--- config.mk ---
export PLATFORM = sky130hd
export DESIGN_NAME = acs_sequencer
export DESIGN_NICKNAME = d
export VERILOG_FILES = /design/src/acs_pkg.sv /design/src/acs_sequencer.sv
export SDC_FILE = /design/constraint.sdc
export NUM_CORES = 1
export LEC_CHECK = 0
export BUFFER_PORTS_ARGS = -buffer_cell sky130_fd_sc_hd__buf_2
export CAP_MARGIN = 20
export CORE_MARGIN = 1
export CORE_UTILIZATION = 40
export DETAILED_ROUTE_END_ITERATION = 10
export GPL_ROUTABILITY_DRIVEN = 0
export SLEW_MARGIN = 20
export SYNTH_ARGS = -nofsm -noshare
export SYNTH_HDL_FRONTEND = slang
export SYNTH_SLANG_ARGS = --single-unit
--- constraint.sdc ---
create_clock -name core_clk_in -period 6.33 [get_ports core_clk_in]
set_input_delay 0.9495 -clock core_clk_in [delete_from_list [all_inputs] [get_ports core_clk_in]]
set_output_delay 0.9495 -clock core_clk_in [all_outputs]
set_load 0.02 [all_outputs]
--- src/acs_pkg.sv ---
// Constants and types for the converter sequencer
package acs_pkg;
   // Register byte addresses
   localparam logic [4:0] ACS_CSA_ADDR  = 5'h00;
   localparam logic [4:0] ACS_CSB_ADDR  = 5'h04;
   localparam logic [4:0] ACS_CRR_ADDR  = 5'h08;
   localparam logic [4:0] ACS_RLO_ADDR  = 5'h0c;
   localparam logic [4:0] ACS_RHI_ADDR  = 5'h10;
   // Control status a fields
   localparam int ACS_EN_BIT    = 7;
   localparam int ACS_START_BIT = 6;
   localparam int ACS_AUTO_BIT  = 5;
   localparam int ACS_FLAG_BIT  = 4;
   localparam int ACS_DPS_LSB   = 0;
   // Control status b field
   localparam int ACS_TS_LSB    = 0;
   // Channel reference register fields
   localparam int ACS_REF_LSB   = 5;
   localparam int ACS_LAR_BIT   = 4;
   localparam int ACS_CH_LSB    = 0;
   // Reset values
   localparam logic [2:0] ACS_DPS_RST = 3'h0;
   localparam logic [2:0] ACS_TS_RST  = 3'h0;
   localparam logic [3:0] ACS_CH_RST  = 4'h0;
   localparam logic [2:0] ACS_REF_RST = 3'h0;
   // Trigger source that means free running
   localparam logic [2:0] ACS_TS_FREE = 3'h0;
   // Channel code of the temperature sensor
   localparam logic [3:0] ACS_CH_TEMP = 4'hf;
   // Timing in converter clock cycles, and the first trial bit mask
   localparam logic [4:0] ACS_FIRST_TOTAL  = 5'd25;
   localparam logic [4:0] ACS_NORM_TOTAL   = 5'd13;
   localparam logic [4:0] ACS_FIRST_SAMPLE = 5'd13;
   localparam logic [4:0] ACS_NORM_SAMPLE  = 5'd1;
   localparam logic [4:0] ACS_AUTO_SAMPLE  = 5'd2;
   localparam logic [9:0] ACS_MSB_MASK     = 10'h200;
   typedef enum logic [1:0] {
      ACS_IDLE = 2'b00,
      ACS_PEND = 2'b01,
      ACS_CONV = 2'b10
   } acs_state_t;
endpackage

--- src/acs_sequencer.sv ---
// Successive-approximation converter sequencer with Avalon-MM registers
`timescale 1ns/1ps
module acs_sequencer (
   // Clock and reset
   input  wire logic        core_clk_in,
   input  wire logic        rst_in,
   // Avalon-MM slave
   input  wire logic [4:0]  avs_address_in,
   input  wire logic        avs_read_in,
   input  wire logic        avs_write_in,
   input  wire logic [31:0] avs_writedata_in,
   input  wire logic [3:0]  avs_byteenable_in,
   output logic      [31:0] avs_readdata_out,
   output logic             avs_waitrequest_out,
   // Trigger sources 1 to 7, asynchronous
   input  wire logic [6:0]  trigger_in,
   // Analog front end
   input  wire logic        comparator_in,
   output logic             power_out,
   output logic      [3:0]  input_channel_select_out,
   output logic      [2:0]  reference_select_out,
   output logic             gain_enable_out,
   output logic             gain_20x_out,
   output logic             temp_sensor_out,
   output logic             sample_hold_out,
   output logic      [9:0]  dac_trial_out
);
   import acs_pkg::*;

   typedef struct packed {
      logic        wait_req;
      logic [31:0] rdata;
      logic        en;
      logic        auto_trig;
      logic [2:0]  dps;
      logic [2:0]  ts;
      logic        flag;
      logic [3:0]  tmp_ch;
      logic [2:0]  tmp_ref;
      logic        lar;
      logic [3:0]  ch;
      logic [2:0]  refs;
      logic [6:0]  pre;
      acs_state_t  fsm;
      logic [4:0]  cnt;
      logic        first;
      logic        from_trig;
      logic [9:0]  sar;
      logic [9:0]  bitm;
      logic [9:0]  res;
      logic        lock;
      logic [6:0]  trig_s1;
      logic [6:0]  trig_s2;
      logic [6:0]  trig_d;
      logic        comp_s1;
      logic        comp_s2;
      logic        power;
      logic        gain_en;
      logic        gain20;
      logic        temp;
      logic        sample;
      logic [9:0]  dac;
   } acs_st_t;

   acs_st_t st;
   acs_st_t next_st;

   // Last prescaler count for a select value
   function automatic logic [6:0] acs_div_last(input logic [2:0] sel);
      logic [7:0] full;
      full = 8'h01 << sel;
      if (sel == 3'h0) begin
         acs_div_last = 7'h01;
      end else begin
         acs_div_last = 7'(full - 8'h01);
      end
   endfunction

   // Differential channel codes
   function automatic logic acs_is_diff(input logic [3:0] c);
      acs_is_diff = (c[3:2] == 2'b01) || (c[3:2] == 2'b10);
   endfunction

   logic       req;
   logic       cap;
   logic       acc_wr;
   logic       tick;
   logic       trig_lvl;
   logic       trig_edge;
   logic       trig_go;
   logic       done;
   logic       last_cyc;
   logic [4:0] total;
   logic [4:0] samp_at;
   logic [7:0] lo_byte;
   logic [7:0] hi_byte;
   logic       w_csa;
   logic       w_csb;
   logic       w_crr;

   always_comb begin
      next_st = st;
      req = avs_read_in | avs_write_in;
      cap = req & st.wait_req;
      acc_wr = avs_write_in & ~st.wait_req & avs_byteenable_in[0];
      w_csa = acc_wr && (avs_address_in == ACS_CSA_ADDR);
      w_csb = acc_wr && (avs_address_in == ACS_CSB_ADDR);
      w_crr = acc_wr && (avs_address_in == ACS_CRR_ADDR);

      // Prescaler tick, one cycle per converter clock
      tick = st.en && (st.pre == acs_div_last(st.dps));

      // Synchronised trigger level and its rising edge
      trig_lvl = 1'b0;
      trig_edge = 1'b0;
      if (st.ts != ACS_TS_FREE) begin
         trig_lvl = st.trig_s2[st.ts - 3'h1];
         trig_edge = trig_lvl & ~st.trig_d[st.ts - 3'h1];
      end
      // Busy edges fall outside idle and are lost
      trig_go = st.en && st.auto_trig && trig_edge
                && (st.fsm == ACS_IDLE);

      if (st.first) begin
         total = ACS_FIRST_TOTAL;
         samp_at = ACS_FIRST_SAMPLE;
      end else if (st.from_trig) begin
         total = ACS_NORM_TOTAL;
         samp_at = ACS_AUTO_SAMPLE;
      end else begin
         total = ACS_NORM_TOTAL;
         samp_at = ACS_NORM_SAMPLE;
      end
      last_cyc = (st.fsm == ACS_CONV) && (st.cnt == total - 5'd1);
      done = tick && last_cyc;

      // Result byte views
      if (st.lar) begin
         hi_byte = st.res[9:2];
         lo_byte = {st.res[1:0], 6'h00};
      end else begin
         hi_byte = {6'h00, st.res[9:8]};
         lo_byte = st.res[7:0];
      end

      // Bus handshake, one wait state on every access
      next_st.wait_req = ~cap;
      if (cap) begin
         next_st.rdata = 32'h0000_0000;
         if (avs_read_in) begin
            case (avs_address_in)
               ACS_CSA_ADDR: begin
                  next_st.rdata[ACS_EN_BIT] = st.en;
                  next_st.rdata[ACS_START_BIT] =
                     (st.fsm != ACS_IDLE);
                  next_st.rdata[ACS_AUTO_BIT] = st.auto_trig;
                  next_st.rdata[ACS_FLAG_BIT] = st.flag;
                  next_st.rdata[ACS_DPS_LSB +: 3] = st.dps;
               end
               ACS_CSB_ADDR: next_st.rdata[ACS_TS_LSB +: 3] = st.ts;
               ACS_CRR_ADDR: begin
                  next_st.rdata[ACS_REF_LSB +: 3] = st.tmp_ref;
                  next_st.rdata[ACS_LAR_BIT] = st.lar;
                  next_st.rdata[ACS_CH_LSB +: 4] = st.tmp_ch;
               end
               ACS_RLO_ADDR: begin
                  next_st.rdata[7:0] = lo_byte;
                  next_st.lock = 1'b1;
               end
               ACS_RHI_ADDR: begin
                  next_st.rdata[7:0] = hi_byte;
                  next_st.lock = 1'b0;
               end
               default: next_st.rdata = 32'h0000_0000;
            endcase
         end
      end

      // Register writes
      if (w_csa) begin
         next_st.en = avs_writedata_in[ACS_EN_BIT];
         next_st.auto_trig = avs_writedata_in[ACS_AUTO_BIT];
         next_st.dps = avs_writedata_in[ACS_DPS_LSB +: 3];
      end
      if (w_csb) begin
         next_st.ts = avs_writedata_in[ACS_TS_LSB +: 3];
      end
      if (w_crr) begin
         next_st.tmp_ref = avs_writedata_in[ACS_REF_LSB +: 3];
         next_st.lar = avs_writedata_in[ACS_LAR_BIT];
         next_st.tmp_ch = avs_writedata_in[ACS_CH_LSB +: 4];
      end

      // Flag: write one clears, completion wins
      if (w_csa && avs_writedata_in[ACS_FLAG_BIT]) begin
         next_st.flag = 1'b0;
      end
      if (done) begin
         next_st.flag = 1'b1;
      end

      // Prescaler, held clear while disabled or on trigger
      if (!st.en || tick || trig_go) begin
         next_st.pre = 7'h00;
      end else begin
         next_st.pre = st.pre + 7'h01;
      end

      // Selections follow the temporary copy outside conversion
      if (st.fsm != ACS_CONV || (last_cyc && tick)) begin
         next_st.ch = st.tmp_ch;
         next_st.refs = st.tmp_ref;
      end

      // Sequencer
      next_st.sample = 1'b0;
      case (st.fsm)
         ACS_IDLE: begin
            if (w_csa && avs_writedata_in[ACS_START_BIT]
                && avs_writedata_in[ACS_EN_BIT]) begin
               next_st.fsm = ACS_PEND;
            end else if (trig_go) begin
               next_st.fsm = ACS_CONV;
               next_st.cnt = 5'd0;
               next_st.from_trig = 1'b1;
            end
         end
         ACS_PEND: begin
            if (tick) begin
               next_st.fsm = ACS_CONV;
               next_st.cnt = 5'd0;
               next_st.from_trig = 1'b0;
            end
         end
         ACS_CONV: begin
            if (tick) begin
               next_st.cnt = st.cnt + 5'd1;
               if (st.cnt == samp_at - 5'd1) begin
                  next_st.sample = 1'b1;
                  next_st.sar = ACS_MSB_MASK;
                  next_st.bitm = ACS_MSB_MASK;
               end else if (st.bitm != 10'h000) begin
                  // Keep the trial bit when input is above it
                  next_st.sar = (st.comp_s2
                                 ? st.sar : st.sar & ~st.bitm)
                                | (st.bitm >> 1);
                  next_st.bitm = st.bitm >> 1;
               end
            end
            if (done) begin
               next_st.first = 1'b0;
               if (!st.lock) begin
                  next_st.res = st.sar;
               end
               if (st.auto_trig && st.ts == ACS_TS_FREE) begin
                  next_st.fsm = ACS_CONV;
                  next_st.cnt = 5'd0;
                  next_st.from_trig = 1'b0;
               end else begin
                  next_st.fsm = ACS_IDLE;
               end
            end
         end
         default: next_st.fsm = ACS_IDLE;
      endcase

      // Disabling returns the sequencer to idle and re-arms the long first conversion
      // Enable and start may arrive in one write
      if (!next_st.en) begin
         next_st.fsm = ACS_IDLE;
         next_st.first = 1'b1;
         next_st.bitm = 10'h000;
      end

      // Synchronisers
      next_st.trig_s1 = trigger_in;
      next_st.trig_s2 = st.trig_s1;
      next_st.trig_d = st.trig_s2;
      next_st.comp_s1 = comparator_in;
      next_st.comp_s2 = st.comp_s1;

      // Analog controls, quiet while disabled except the DAC trial, which follows sar
      next_st.power = st.en;
      next_st.gain_en = st.en && acs_is_diff(st.ch);
      next_st.gain20 = st.en && acs_is_diff(st.ch)
                       && st.ch[0];
      next_st.temp = st.en && (st.ch == ACS_CH_TEMP);
      next_st.dac = st.sar;
   end

   always_ff @(posedge core_clk_in or posedge rst_in) begin
      if (rst_in) begin
         st <= '0;
         st.wait_req <= 1'b1;
         st.dps <= ACS_DPS_RST;
         st.ts <= ACS_TS_RST;
         st.tmp_ch <= ACS_CH_RST;
         st.ch <= ACS_CH_RST;
         st.tmp_ref <= ACS_REF_RST;
         st.refs <= ACS_REF_RST;
         st.fsm <= ACS_IDLE;
         st.first <= 1'b1;
      end else begin
         st <= next_st;
      end
   end

   // Outputs straight from the state register
   assign avs_readdata_out = st.rdata;
   assign avs_waitrequest_out = st.wait_req;
   assign power_out = st.power;
   assign input_channel_select_out = st.ch;
   assign reference_select_out = st.refs;
   assign gain_enable_out = st.gain_en;
   assign gain_20x_out = st.gain20;
   assign temp_sensor_out = st.temp;
   assign sample_hold_out = st.sample;
   assign dac_trial_out = st.dac;

   a_pre_held_off: assert property (@(posedge core_clk_in)
      disable iff (rst_in) !st.en |=> (st.pre == 7'h00))
      else $error("Prescaler ran while disabled");
   a_done_sets_flag: assert property (@(posedge core_clk_in)
      disable iff (rst_in) done |=> st.flag)
      else $error("Completion did not raise the flag");
   a_lock_keeps_res: assert property (@(posedge core_clk_in)
      disable iff (rst_in) (done && st.lock) |=> $stable(st.res))
      else $error("Locked result was overwritten");
   a_conv_not_retrig: assert property (@(posedge core_clk_in)
      disable iff (rst_in)
      (st.fsm == ACS_CONV && !done && !w_csa) |=> (st.fsm == ACS_CONV))
      else $error("Conversion broken off while busy");
   a_sel_locked: assert property (@(posedge core_clk_in)
      disable iff (rst_in)
      (st.fsm == ACS_CONV && !(last_cyc && tick)) |=> $stable(st.ch))
      else $error("Channel changed during conversion");
   a_pend_waits_tick: assert property (@(posedge core_clk_in)
      disable iff (rst_in)
      (st.fsm == ACS_PEND && !tick && !w_csa) |=> (st.fsm == ACS_PEND))
      else $error("Conversion began off the converter clock");
   a_bus_one_wait: assert property (@(posedge core_clk_in)
      disable iff (rst_in) (req && st.wait_req) |=> !st.wait_req)
      else $error("Bus access not answered");

   // Main scenarios reached
   c_first_done: cover property (@(posedge core_clk_in)
      disable iff (rst_in) done && st.first);
   c_lock_drop: cover property (@(posedge core_clk_in)
      disable iff (rst_in) done && st.lock);
   c_trig_start: cover property (@(posedge core_clk_in)
      disable iff (rst_in) trig_go);
   c_free_run: cover property (@(posedge core_clk_in)
      disable iff (rst_in) done && st.auto_trig && st.ts == ACS_TS_FREE);
endmodule

==> results of run 1 <==
cells in the final DEF, fill, tap and decap left out, types with 5 or more instances in the layout:
cell       Yosys  final
a21oi_1       26     26
mux2_2        32     32
buf_2          1     56
ha_1          10     10
nor2_1        22     22
inv_1         25     24
nor2b_1        7      7
dfrtp_1      116    116
conb_1         1     24
and3_1         5      5
nand4_1        5      5
xor2_1         5      5
nand2_1       67     67
clkbuf_16      0     17
o21ai_0       35     35
nand3_1       14     14
critical path, stage by stage (launching register included):
cell and delay, ns:
dfrtp_1 0.46, or3b_2 0.50, a21oi_1 0.27, o221ai_1 0.18, o31ai_2 0.74, o221ai_1 0.41, mux2i_1 0.24, nor2_1 0.06
logic make-up after synthesis:
family	Yosys count
adder cells (fa/ha/maj)	10
AO/OA/AOI/OAI	102
flip-flops	118
XOR/XNOR	9
AND/OR/NAND/NOR	154
buffers and inverters	92
multiplexers	38
other	1
layer usage:
metal  vias up  wire length [um]
met5         -                 0
met4         0               163
met3        15               622
met2       137              5430
met1      1866              5120
li1       1823                 -
path summary, 6_finish.rpt:
path                             start                      end  slack [ns]  depth (start not counted)
max reg2reg                     st[73]                   st[76]        3.33                          7
max in group asynchronous       rst_in  reference_select_out[2]        4.46                          3
max                             st[73]                   st[76]        3.33                          7
min                        next_st[29]              next_st[22]        0.35                          0
min in group asynchronous       rst_in          sample_hold_out        0.74                          2
min reg2reg                next_st[29]              next_st[22]        0.35                          0
power by group:
group	switching [mW]	total, mW	internal, mW
logic	0.0822	0.125	0.0427
clock network	0.331	0.990	0.660
registers	0.0297	0.813	0.783
total	0.443	1.93	1.49
flip-flops by register name, indices dropped and copies added, names as in the netlist:
register / count
power_out: 1
next_st: 26
sample_hold_out: 1
gain_20x_out: 1
avs_readdata_out: 8
gain_enable_out: 1
st: 61
reference_select_out: 3
temp_sensor_out: 1
dac_trial_out: 10
input_channel_select_out: 4
avs_waitrequest_out: 1
through the flow:
stage / setup WS, ns / std cells
finish: 3.33 / 747
global route: 3.07 / 747
CTS: 3.28 / 747
detailed placement: 2.87 / 715
global placement: 2.91 / 715
floorplan: 2.25 / 547
cell type report:
type | instances | area, um2
Clock buffer | 21 | 480
Clock inverter | 11 | 148
Fill cell | 1250 | 7030
Inverter | 26 | 100
Multi-Input combinational cell | 337 | 2170
Sequential cell | 118 | 2960
Tap cell | 176 | 220
Timing Repair Buffer | 58 | 295
==> summary.txt, run 1 <==
Synthesis
  – Synthesized area: 5580 um2
  – Post-Syn Instances: 524
  – Seq/Total Area, Yosys: 53.0%
  – Synth unique cells: 66
  – Yosys warning count: 0
  – Synth Area in Adders: 2.24%
  – Average size of a mapped cell: 10.6 um2
  – Post-synthesis mux area share: 7.76%
  – Main area contributors after synthesis: dfrtp_1 (52%), buf_4 (6.6%), mux2_2 (6.5%)
  – Post-Synth Simple-Gate Area: 14.1%
  – Yosys top cell by area: dfrtp_1
  – Area share of the largest cell type after synthesis: 52.0%
  – Number of enable flip-flop cells after synthesis: 0
  – Largest family of logic cells by synthesized area: simple AND/OR/NAND/NOR gates
  – Ys async rst share: 100%
  – Most frequent cells after synthesis: dfrtp_1 (116), nand2_1 (67), buf_4 (49)
  – Most frequent cell after synthesis: dfrtp_1
  – Primary FF master, synth: dfrtp_1
  – XOR/XNOR Fraction of Synth Area: 1.41%
  – Synthesized flop and latch total: 118
  – Synth Area in Compound Gates: 11.8%

STA
  – Tmin final: 3.00 ns
  – Fmax: 334 MHz
  – Final Cycle Share: 47.3%
  – RSZ-0062 raised after global routing: false
  – Slew Viols, Final: 0
  – Hold Vio Cnt, Final: 0
  – Setup TNS: 0 ns
  – Worst-margin pin slew: 1.01 ns
  – Clock skew: 0.00538 ns
  – Final setup vio count: 0
  – WHS: 0.347 ns
  – Max-slew headroom: 32.5%

Critical path
  – Crit path arrival time: 3.26 ns
  – Setup CP Type: flip-flop to flip-flop
  – Critical-path maximum fanout: 9
  – Critical path required time: 6.59 ns
  – Startpoint type of the worst setup path: flip-flop
  – Crit end category: flip-flop

Global routing
  – GRT busiest layer: met2
  – Largest net degree at the start of global routing: 72
  – Grt met2 use: 26.3%
  – Vias in the first global route: 3739
  – Congestion Overflow GR: 0
  – Initial antenna violation count: 0
  – Met1 usage: 21.6%
  – GRT Total Usage: 16.9%
  – First-pass GRT wire length: 18700 um
  – Met3 Use GR: 5.09%

Min path
  – Hold WC Path Type: flip-flop to flip-flop

Clock tree
  – Cts hold-fix bufs: 0
  – Post-CTS Setup Inserts: 0
  – CTS max path bufs: 2
  – Clock root buffer: clkbuf_16
  – CTS tree: done
  – CTS resizes: 0
  – Skew-Pair Late Insertion Delay: 0.41 ns
  – H-tree depth: 4
  – CTS Buf Count: 17
  – Clock slew at reported path FFs: 0.05 ns
  – Clock net sink count: 118

Outcome
  – Outcome: finished, final reports clean

Routing
  – Total wire length: 11300 um
  – Vias/cell: 5.14
  – Drc violations: 0
  – Post-DRT Antenna Nets: 0
  – Vias: 3841
  – TritonRoute pass-1 iters: 5
  – Detailed router's first-iteration violation count: 226
  – Wirelength per Cell: 15.2 um

Job
  – Max-cap violation count: 0

Floorplan
  – Die H: 120 um
  – Core footprint: 13400 um2
  – Die footprint: 14400 um2
  – Die width: 120 um
  – Io pins: 108
  – Row Count: 42
  – Starting Density: 41.6%

Pwr
  – Leak pwr: 3.04 nW
  – Maximum vdd drop: 178 uV
  – Power, Total: 1.93 mW
  – Pwr dens: 303 nW/um2

Finish
  – Share of layout cells above drive strength 1: 24.3%
  – Diodes inserted: 0
  – Area growth, synth to finish: 14.2%
  – Design Area, Final: 6370 um2
  – Final core occ: 47.6%
  – NumNets Final: 621

Placement
  – Post-DP Area: 5740 um2
  – # port buffers: 56
  – Dpl hpwl: 7920 um
Power figures use the tool's default switching activity.
==> run 2: changes to the inputs <==
==> constraint.sdc (replaced) <==
create_clock -name core_clk_in -period 2.67 [get_ports core_clk_in]
set_input_delay 0.4005 -clock core_clk_in [delete_from_list [all_inputs] [get_ports core_clk_in]]
set_output_delay 0.4005 -clock core_clk_in [all_outputs]
set_load 0.02 [all_outputs]
==> summary.txt, run 2 (synthesis gave the netlist of run 1 again) <==
Clock tree
  – CTS max path bufs: 2 (unchanged)
  – CTS resizes: 0 (unchanged)
  – Cts hold-fix bufs: 0 (unchanged)
  – Clock root buffer: clkbuf_16
  – Clock slew at reported path FFs: 0.05 ns (about the same)
  – Skew-Pair Late Insertion Delay: 0.42 ns (about the same)
  – CTS Buf Count: 17 (unchanged)
  – H-tree depth: 4 (unchanged)
  – CTS tree: done
  – Post-CTS Setup Inserts: 0 (unchanged)
  – Clock net sink count: 118 (unchanged)

STA
  – RSZ-0062 raised after global routing: false
  – Setup TNS: 0 ns (unchanged)
  – Hold Vio Cnt, Final: 0 (unchanged)
  – Worst-margin pin slew: 0.551 ns (-0.459 ns)
  – Max-slew headroom: 62.9% (+30 points)
  – Final Cycle Share: 95.9% (+49 points)
  – Clock skew: 0.00898 ns (+0.00360 ns)
  – Tmin final: 2.56 ns (-0.437 ns)
  – Fmax: 391 MHz (+17%)
  – Final worst setup slack: 0.110 ns (-3.22 ns)
  – Slew Viols, Final: 0 (unchanged)
  – Final setup vio count: 0 (unchanged)

Global routing
  – Initial antenna violation count: 0 (unchanged)
  – Largest net degree at the start of global routing: 61 (-15%)
  – First-pass GRT wire length: 18700 um (about the same)
  – Grt met2 use: 26.3% (-0.036 points)
  – Congestion Overflow GR: 0 (unchanged)
  – Vias in the first global route: 3702 (-0.99%)
  – GRT busiest layer: met2
  – Met3 Use GR: 5.47% (+0.38 points)
  – Met1 usage: 21.9% (+0.27 points)
  – GRT Total Usage: 17.0% (+0.084 points)

Finish
  – Seq. cell area: 2960 um2 (unchanged)
  – Most common cell after layout, fill and taps aside: dfrtp_1
  – Largest register by flop count: st
  – Multi-input gate area: 2170 um2 (-0.17%)
  – Post-Layout Cell Count: 763 (+2.1%)
  – Fillcell total: 1209 (-3.3%)
  – NumNets Final: 638 (+2.7%)
  – Commonest non-fill, non-tap cells in the layout: dfrtp_1 (116), nand2_1 (67), buf_2 (56)
  – Design Area, Final: 6560 um2 (+2.9%)
  – Largest register FFs: 61 (unchanged)
  – Diodes inserted: 0 (unchanged)
  – Share of layout cells above drive strength 1: 26.1% (+1.7 points)
  – Area growth, synth to finish: 17.5%

Critical path
  – Max incr delay on CP: 0.53 ns (-0.21 ns)
  – Reg2Reg Depth: 7 (unchanged)
  – Setup CP Type: flip-flop to flip-flop
  – Critical-path cell list: or3_4 > or4b_1 > nand3_2 > nand4_4 > a211o_4 > nor2_8 > mux2_2
  – Critical-path maximum fanout: 10 (+1)
  – Crit path arrival time: 2.86 ns (-0.40 ns)
  – Critical path required time: 2.97 ns (-3.62 ns)
  – Critical path's slowest cell: or4b_1
  – Crit end category: flip-flop
  – Startpoint type of the worst setup path: flip-flop

Pwr
  – Leak pwr: 3.16 nW (+4.1%)
  – Switch Pwr: 1.03 mW (+130%)
  – Switching Fraction: 21.4% (-1.6 points)
  – Maximum vdd drop: 411 uV (+130%)
  – Clk network pwr share: 53.2% (+1.8 points)
  – Int Pwr: 3.77 mW (+150%)
  – Combinational power share: 6.8% (+0.3 points)
  – Pwr dens: 732 nW/um2 (+140%)
  – Flop pwr share: 40.0% (-2.1 points)

Floorplan
  – Starting Density: 41.6% (unchanged)
  – Row Count: 42 (unchanged)
  – Core footprint: 13400 um2 (unchanged)
  – Io pins: 108 (unchanged)
  – Die footprint: 14400 um2 (unchanged)
  – Die width: 120 um (unchanged)
  – Die H: 120 um (unchanged)

Routing
  – Drc violations: 0 (unchanged)
  – Total wire length: 11500 um (+1.2%)
  – Wirelength per Cell: 15.0 um (-0.91%)
  – Vias: 3895 (+1.4%)
  – Post-DRT Antenna Nets: 0 (unchanged)
  – Detailed router's first-iteration violation count: 337 (+49%)
  – Vias/cell: 5.10 (-0.72%)
  – TritonRoute pass-1 iters: 7 (+2)

Placement
  – Pre-CTS setup slack: 0.117 ns (-2.75 ns)
  – Dpl hpwl: 8140 um (+2.7%)
  – Placed cells: 732 (+2.4%)
  – Post-DP Area: 5880 um2 (+2.5%)
  – # port buffers: 56 (unchanged)

Outcome
  – Outcome: finished, final reports clean

Min path
  – Hold WC Path Type: input pin to async pin

Job
  – Max-cap violation count: 0 (unchanged)
[run 2: per-layer routing]
layer  share of wire, %  vias up
met1                 46     1877
met2                 47      136
met5                  0        -
met3                5.5       22
li1                   -     1860
met4                1.9        0
[run 2: final cells by class]
type,count,area share [%]
flip-flops and latches,118,45.1
multi-input cells,337,33.1
clock buffers,24,7.80
repair buffers,75,6.64
well taps,176,3.36
clock inverters,7,2.50
inverters,26,1.55
[run 2: power groups by stage]
| stage | clock network, mW | logic, mW | registers (mW) |
|---|---|---|---|
| after floorplan | 0 | 0.269 | 1.93 |
| after global routing | 2.70 | 0.362 | 1.93 |
| after CTS | 2.60 | 0.328 | 1.92 |
| final | 2.55 | 0.325 | 1.92 |
| after global placement | 0 | 0.318 | 1.94 |
| after detailed placement | 0 | 0.324 | 1.95 |
[run 2: critical path, delay by kind of cell (launching register included)]
kind | cells | cell delay (ns)
flops | 1 | 0.38
simple gates | 5 | 1.37
compound gates | 1 | 0.33
mux | 1 | 0.36
[run 2: worst paths after layout]
| check | start | endpoint | slack (ns) |
|---|---|---|---|
| worst max register to register | st[106] | st[42] | 0.11 |
| worst min-delay path | rst_in | st[42] | 0.01 |
| min in group core_clk_in | trigger_in[0] | next_st[24] | 0.09 |
| worst max-delay path | st[106] | st[42] | 0.11 |
| worst min register to register | next_st[25] | next_st[18] | 0.34 |
| max in group asynchronous | rst_in | st[70] | 1.97 |
[run 2: metrics by stage]
| step | utilization (%) | total power, mW | hold slack, ns |
|---|---|---|---|
| after floorplan | - | 2.19 | 0.331 |
| after global placement | 43.9 | 2.26 | 0.332 |
| after detailed placement | 43.9 | 2.27 | 0.335 |
| after CTS | 48.9 | 4.85 | 0.0158 |
| after global routing | 48.9 | 4.98 | 0.0424 |
| final | 48.9 | 4.80 | 0.0113 |
==> run 3: changes to the inputs <==
==> constraint.sdc (replaced) <==
create_clock -name core_clk_in -period 2.6 [get_ports core_clk_in]
set_input_delay 0.39 -clock core_clk_in [delete_from_list [all_inputs] [get_ports core_clk_in]]
set_output_delay 0.39 -clock core_clk_in [all_outputs]
set_load 0.02 [all_outputs]
==> summary.txt, run 3 (synthesis gave the netlist of run 1 again) <==
Clock tree
  – CTS Buf Count: 17 (unchanged)
  – Post-CTS Setup Inserts: 0 (unchanged)
  – Skew-Pair Late Insertion Delay: 0.41 ns (about the same)
  – Clock slew at reported path FFs: 0.05 ns (about the same)
  – Clock net sink count: 118 (unchanged)
  – H-tree depth: 4 (unchanged)
  – Clock root buffer: clkbuf_16
  – CTS max path bufs: 2 (unchanged)
  – CTS tree: done
  – Cts hold-fix bufs: 0 (unchanged)

Finish
  – Design Area, Final: 6540 um2 (-0.21%)
  – Most common cell after layout, fill and taps aside: dfrtp_1
  – Commonest non-fill, non-tap cells in the layout: dfrtp_1 (116), nand2_1 (67), buf_2 (56)
  – Share of layout cells above drive strength 1: 25.5% (-0.51 points)
  – Largest register by flop count: st
  – Area growth, synth to finish: 17.3%
  – Largest register FFs: 61 (unchanged)
  – Diodes inserted: 0 (unchanged)
  – NumNets Final: 641 (+0.47%)

Pwr
  – Leak pwr: 3.15 nW (-0.37%)
  – Maximum vdd drop: 380 uV (-7.4%)
  – Pwr dens: 727 nW/um2 (-0.60%)

Placement
  – Post-DP Area: 5920 um2 (+0.60%)
  – Dpl hpwl: 8160 um (+0.30%)
  – Pre-CTS setup slack: 0.0623 ns (-0.0548 ns)
  – # port buffers: 56 (unchanged)

Critical path
  – Setup CP Type: flip-flop to flip-flop
  – Top cell family by delay on the critical path: simple AND/OR/NAND/NOR gates
  – Critical-path cell list: or3_4 > or4b_1 > nand3_2 > nand4_4 > a211o_4 > nor2_8 > mux2_2
  – Critical path's slowest cell: or4b_1
  – Crit path arrival time: 2.84 ns (-0.02 ns)
  – Critical path required time: 2.89 ns (-0.08 ns)
  – Crit end category: flip-flop
  – Startpoint type of the worst setup path: flip-flop
  – Critical-path maximum fanout: 10 (unchanged)
  – Worst path bufs/invs: 0 (unchanged)
  – Max incr delay on CP: 0.53 ns (about the same)

STA
  – Slew Viols, Final: 0 (unchanged)
  – Clock skew: 0.00952 ns (+0.000543 ns)
  – Worst-margin pin slew: 0.635 ns (+0.0843 ns)
  – Final setup vio count: 0 (unchanged)
  – Hold Vio Cnt, Final: 0 (unchanged)
  – RSZ-0062 raised after global routing: false
  – Final worst setup slack: 0.0444 ns (-0.0660 ns)
  – Tmin final: 2.56 ns (-0.00403 ns)
  – Max-slew headroom: 57.7% (-5.2 points)
  – Fmax: 391 MHz (+0.16%)
  – Final Cycle Share: 98.3% (+2.4 points)

Floorplan
  – Starting Density: 41.6% (unchanged)
  – Die footprint: 14400 um2 (unchanged)
  – Io pins: 108 (unchanged)
  – Die width: 120 um (unchanged)
  – Core footprint: 13400 um2 (unchanged)
  – Row Count: 42 (unchanged)
  – Die H: 120 um (unchanged)

Routing
  – Drc violations: 0 (unchanged)
  – Vias: 3880 (-0.39%)
  – Detailed router's first-iteration violation count: 240 (-29%)
  – Vias/cell: 5.06 (-0.90%)
  – Total wire length: 11600 um (+0.82%)
  – TritonRoute pass-1 iters: 5 (-2)
  – Wirelength per Cell: 15.1 um (+0.29%)
  – Post-DRT Antenna Nets: 0 (unchanged)

Outcome
  – Outcome: finished, final reports clean

Job
  – Max-cap violation count: 0 (unchanged)

Global routing
  – Largest net degree at the start of global routing: 119 (+95%)
  – First-pass GRT wire length: 19300 um (+3.0%)
  – Initial antenna violation count: 0 (unchanged)
  – GRT Total Usage: 17.5% (+0.46 points)
  – Congestion Overflow GR: 0 (unchanged)
  – Vias in the first global route: 3851 (+4.0%)

Min path
  – Hold WC Path Type: input pin to flip-flop
==> run 3: changes by cell type in the layout (fill, tap and decap cells not counted), sizes merged <==
cell    change
clkbuf      +4
buf         +3
clkinv      -2
bufinv      -1
==> run 3: routing by layer <==
metal  track usage [%]  vias up  part of all wire (%)
met4              7.58        0                   2.0
met1              22.7     1887                    45
met5                 0        -                     0
met3              5.37       22                   5.0
met2              26.8      106                    48
li1                  -     1865                     -
==> run 3: path summary, 6_finish.rpt <==
kind / startpoint / to / slack (ns) / cells past startpoint
worst max-delay path: st[106] / st[43] / 0.04 / 7
worst min-delay path: trigger_in[0] / next_st[24] / 0.08 / 1
worst max register to register: st[106] / st[43] / 0.04 / 7
worst min register to register: next_st[29] / next_st[22] / 0.34 / 0
max in group asynchronous: rst_in / st[21] / 1.96 / 3
min in group asynchronous: rst_in / dac_trial_out[3] / 0.14 / 3
==> run 3: final cells by class <==
type                       count  area (um2)
fill                        1219        6860
sequential                   118        2960
multi-input combinational    337        2170
clock buffer                  28         507
timing repair buffer          78         470
tap                          176         220
clock inverter                 4         120
inverter                      26         101
==> run 3: what timing repair did <==
action,CTS,global route
hold endpoints to repair,0,0
endpoints found under the setup margin,0,9
resized for setup,0,2
==> run 3: through the flow <==
step	power [mW]	TNS, ns	util, %	hold WS, ns	std cells
final	4.76	0	48.8	0.0837	767
after global routing	4.95	0	48.8	0.0699	767
after CTS	4.82	0	48.8	0.0639	767
after detailed placement	2.34	0	44.2	0.335	735
after global placement	2.33	0	44.2	0.332	735
after floorplan	2.25	-0.505	-	0.331	547
==> run 3: worst register-to-register path: cells and delay by family, from the launching register on <==
kind | cells | cell delay (ns)
multiplexers | 1 | 0.38
flip-flops | 1 | 0.38
AND/OR/NAND/NOR | 5 | 1.35
AO/OA/AOI/OAI | 1 | 0.33
==> run 3: report_power, final <==
group / switching [mW] / internal, mW / leakage (nW) / total, mW
clock network: 0.745 / 1.71 / 0.303 / 2.45
registers: 0.0590 / 1.91 / 1.56 / 1.97
logic: 0.218 / 0.123 / 1.29 / 0.342
total: 1.02 / 3.74 / 3.15 / 4.76
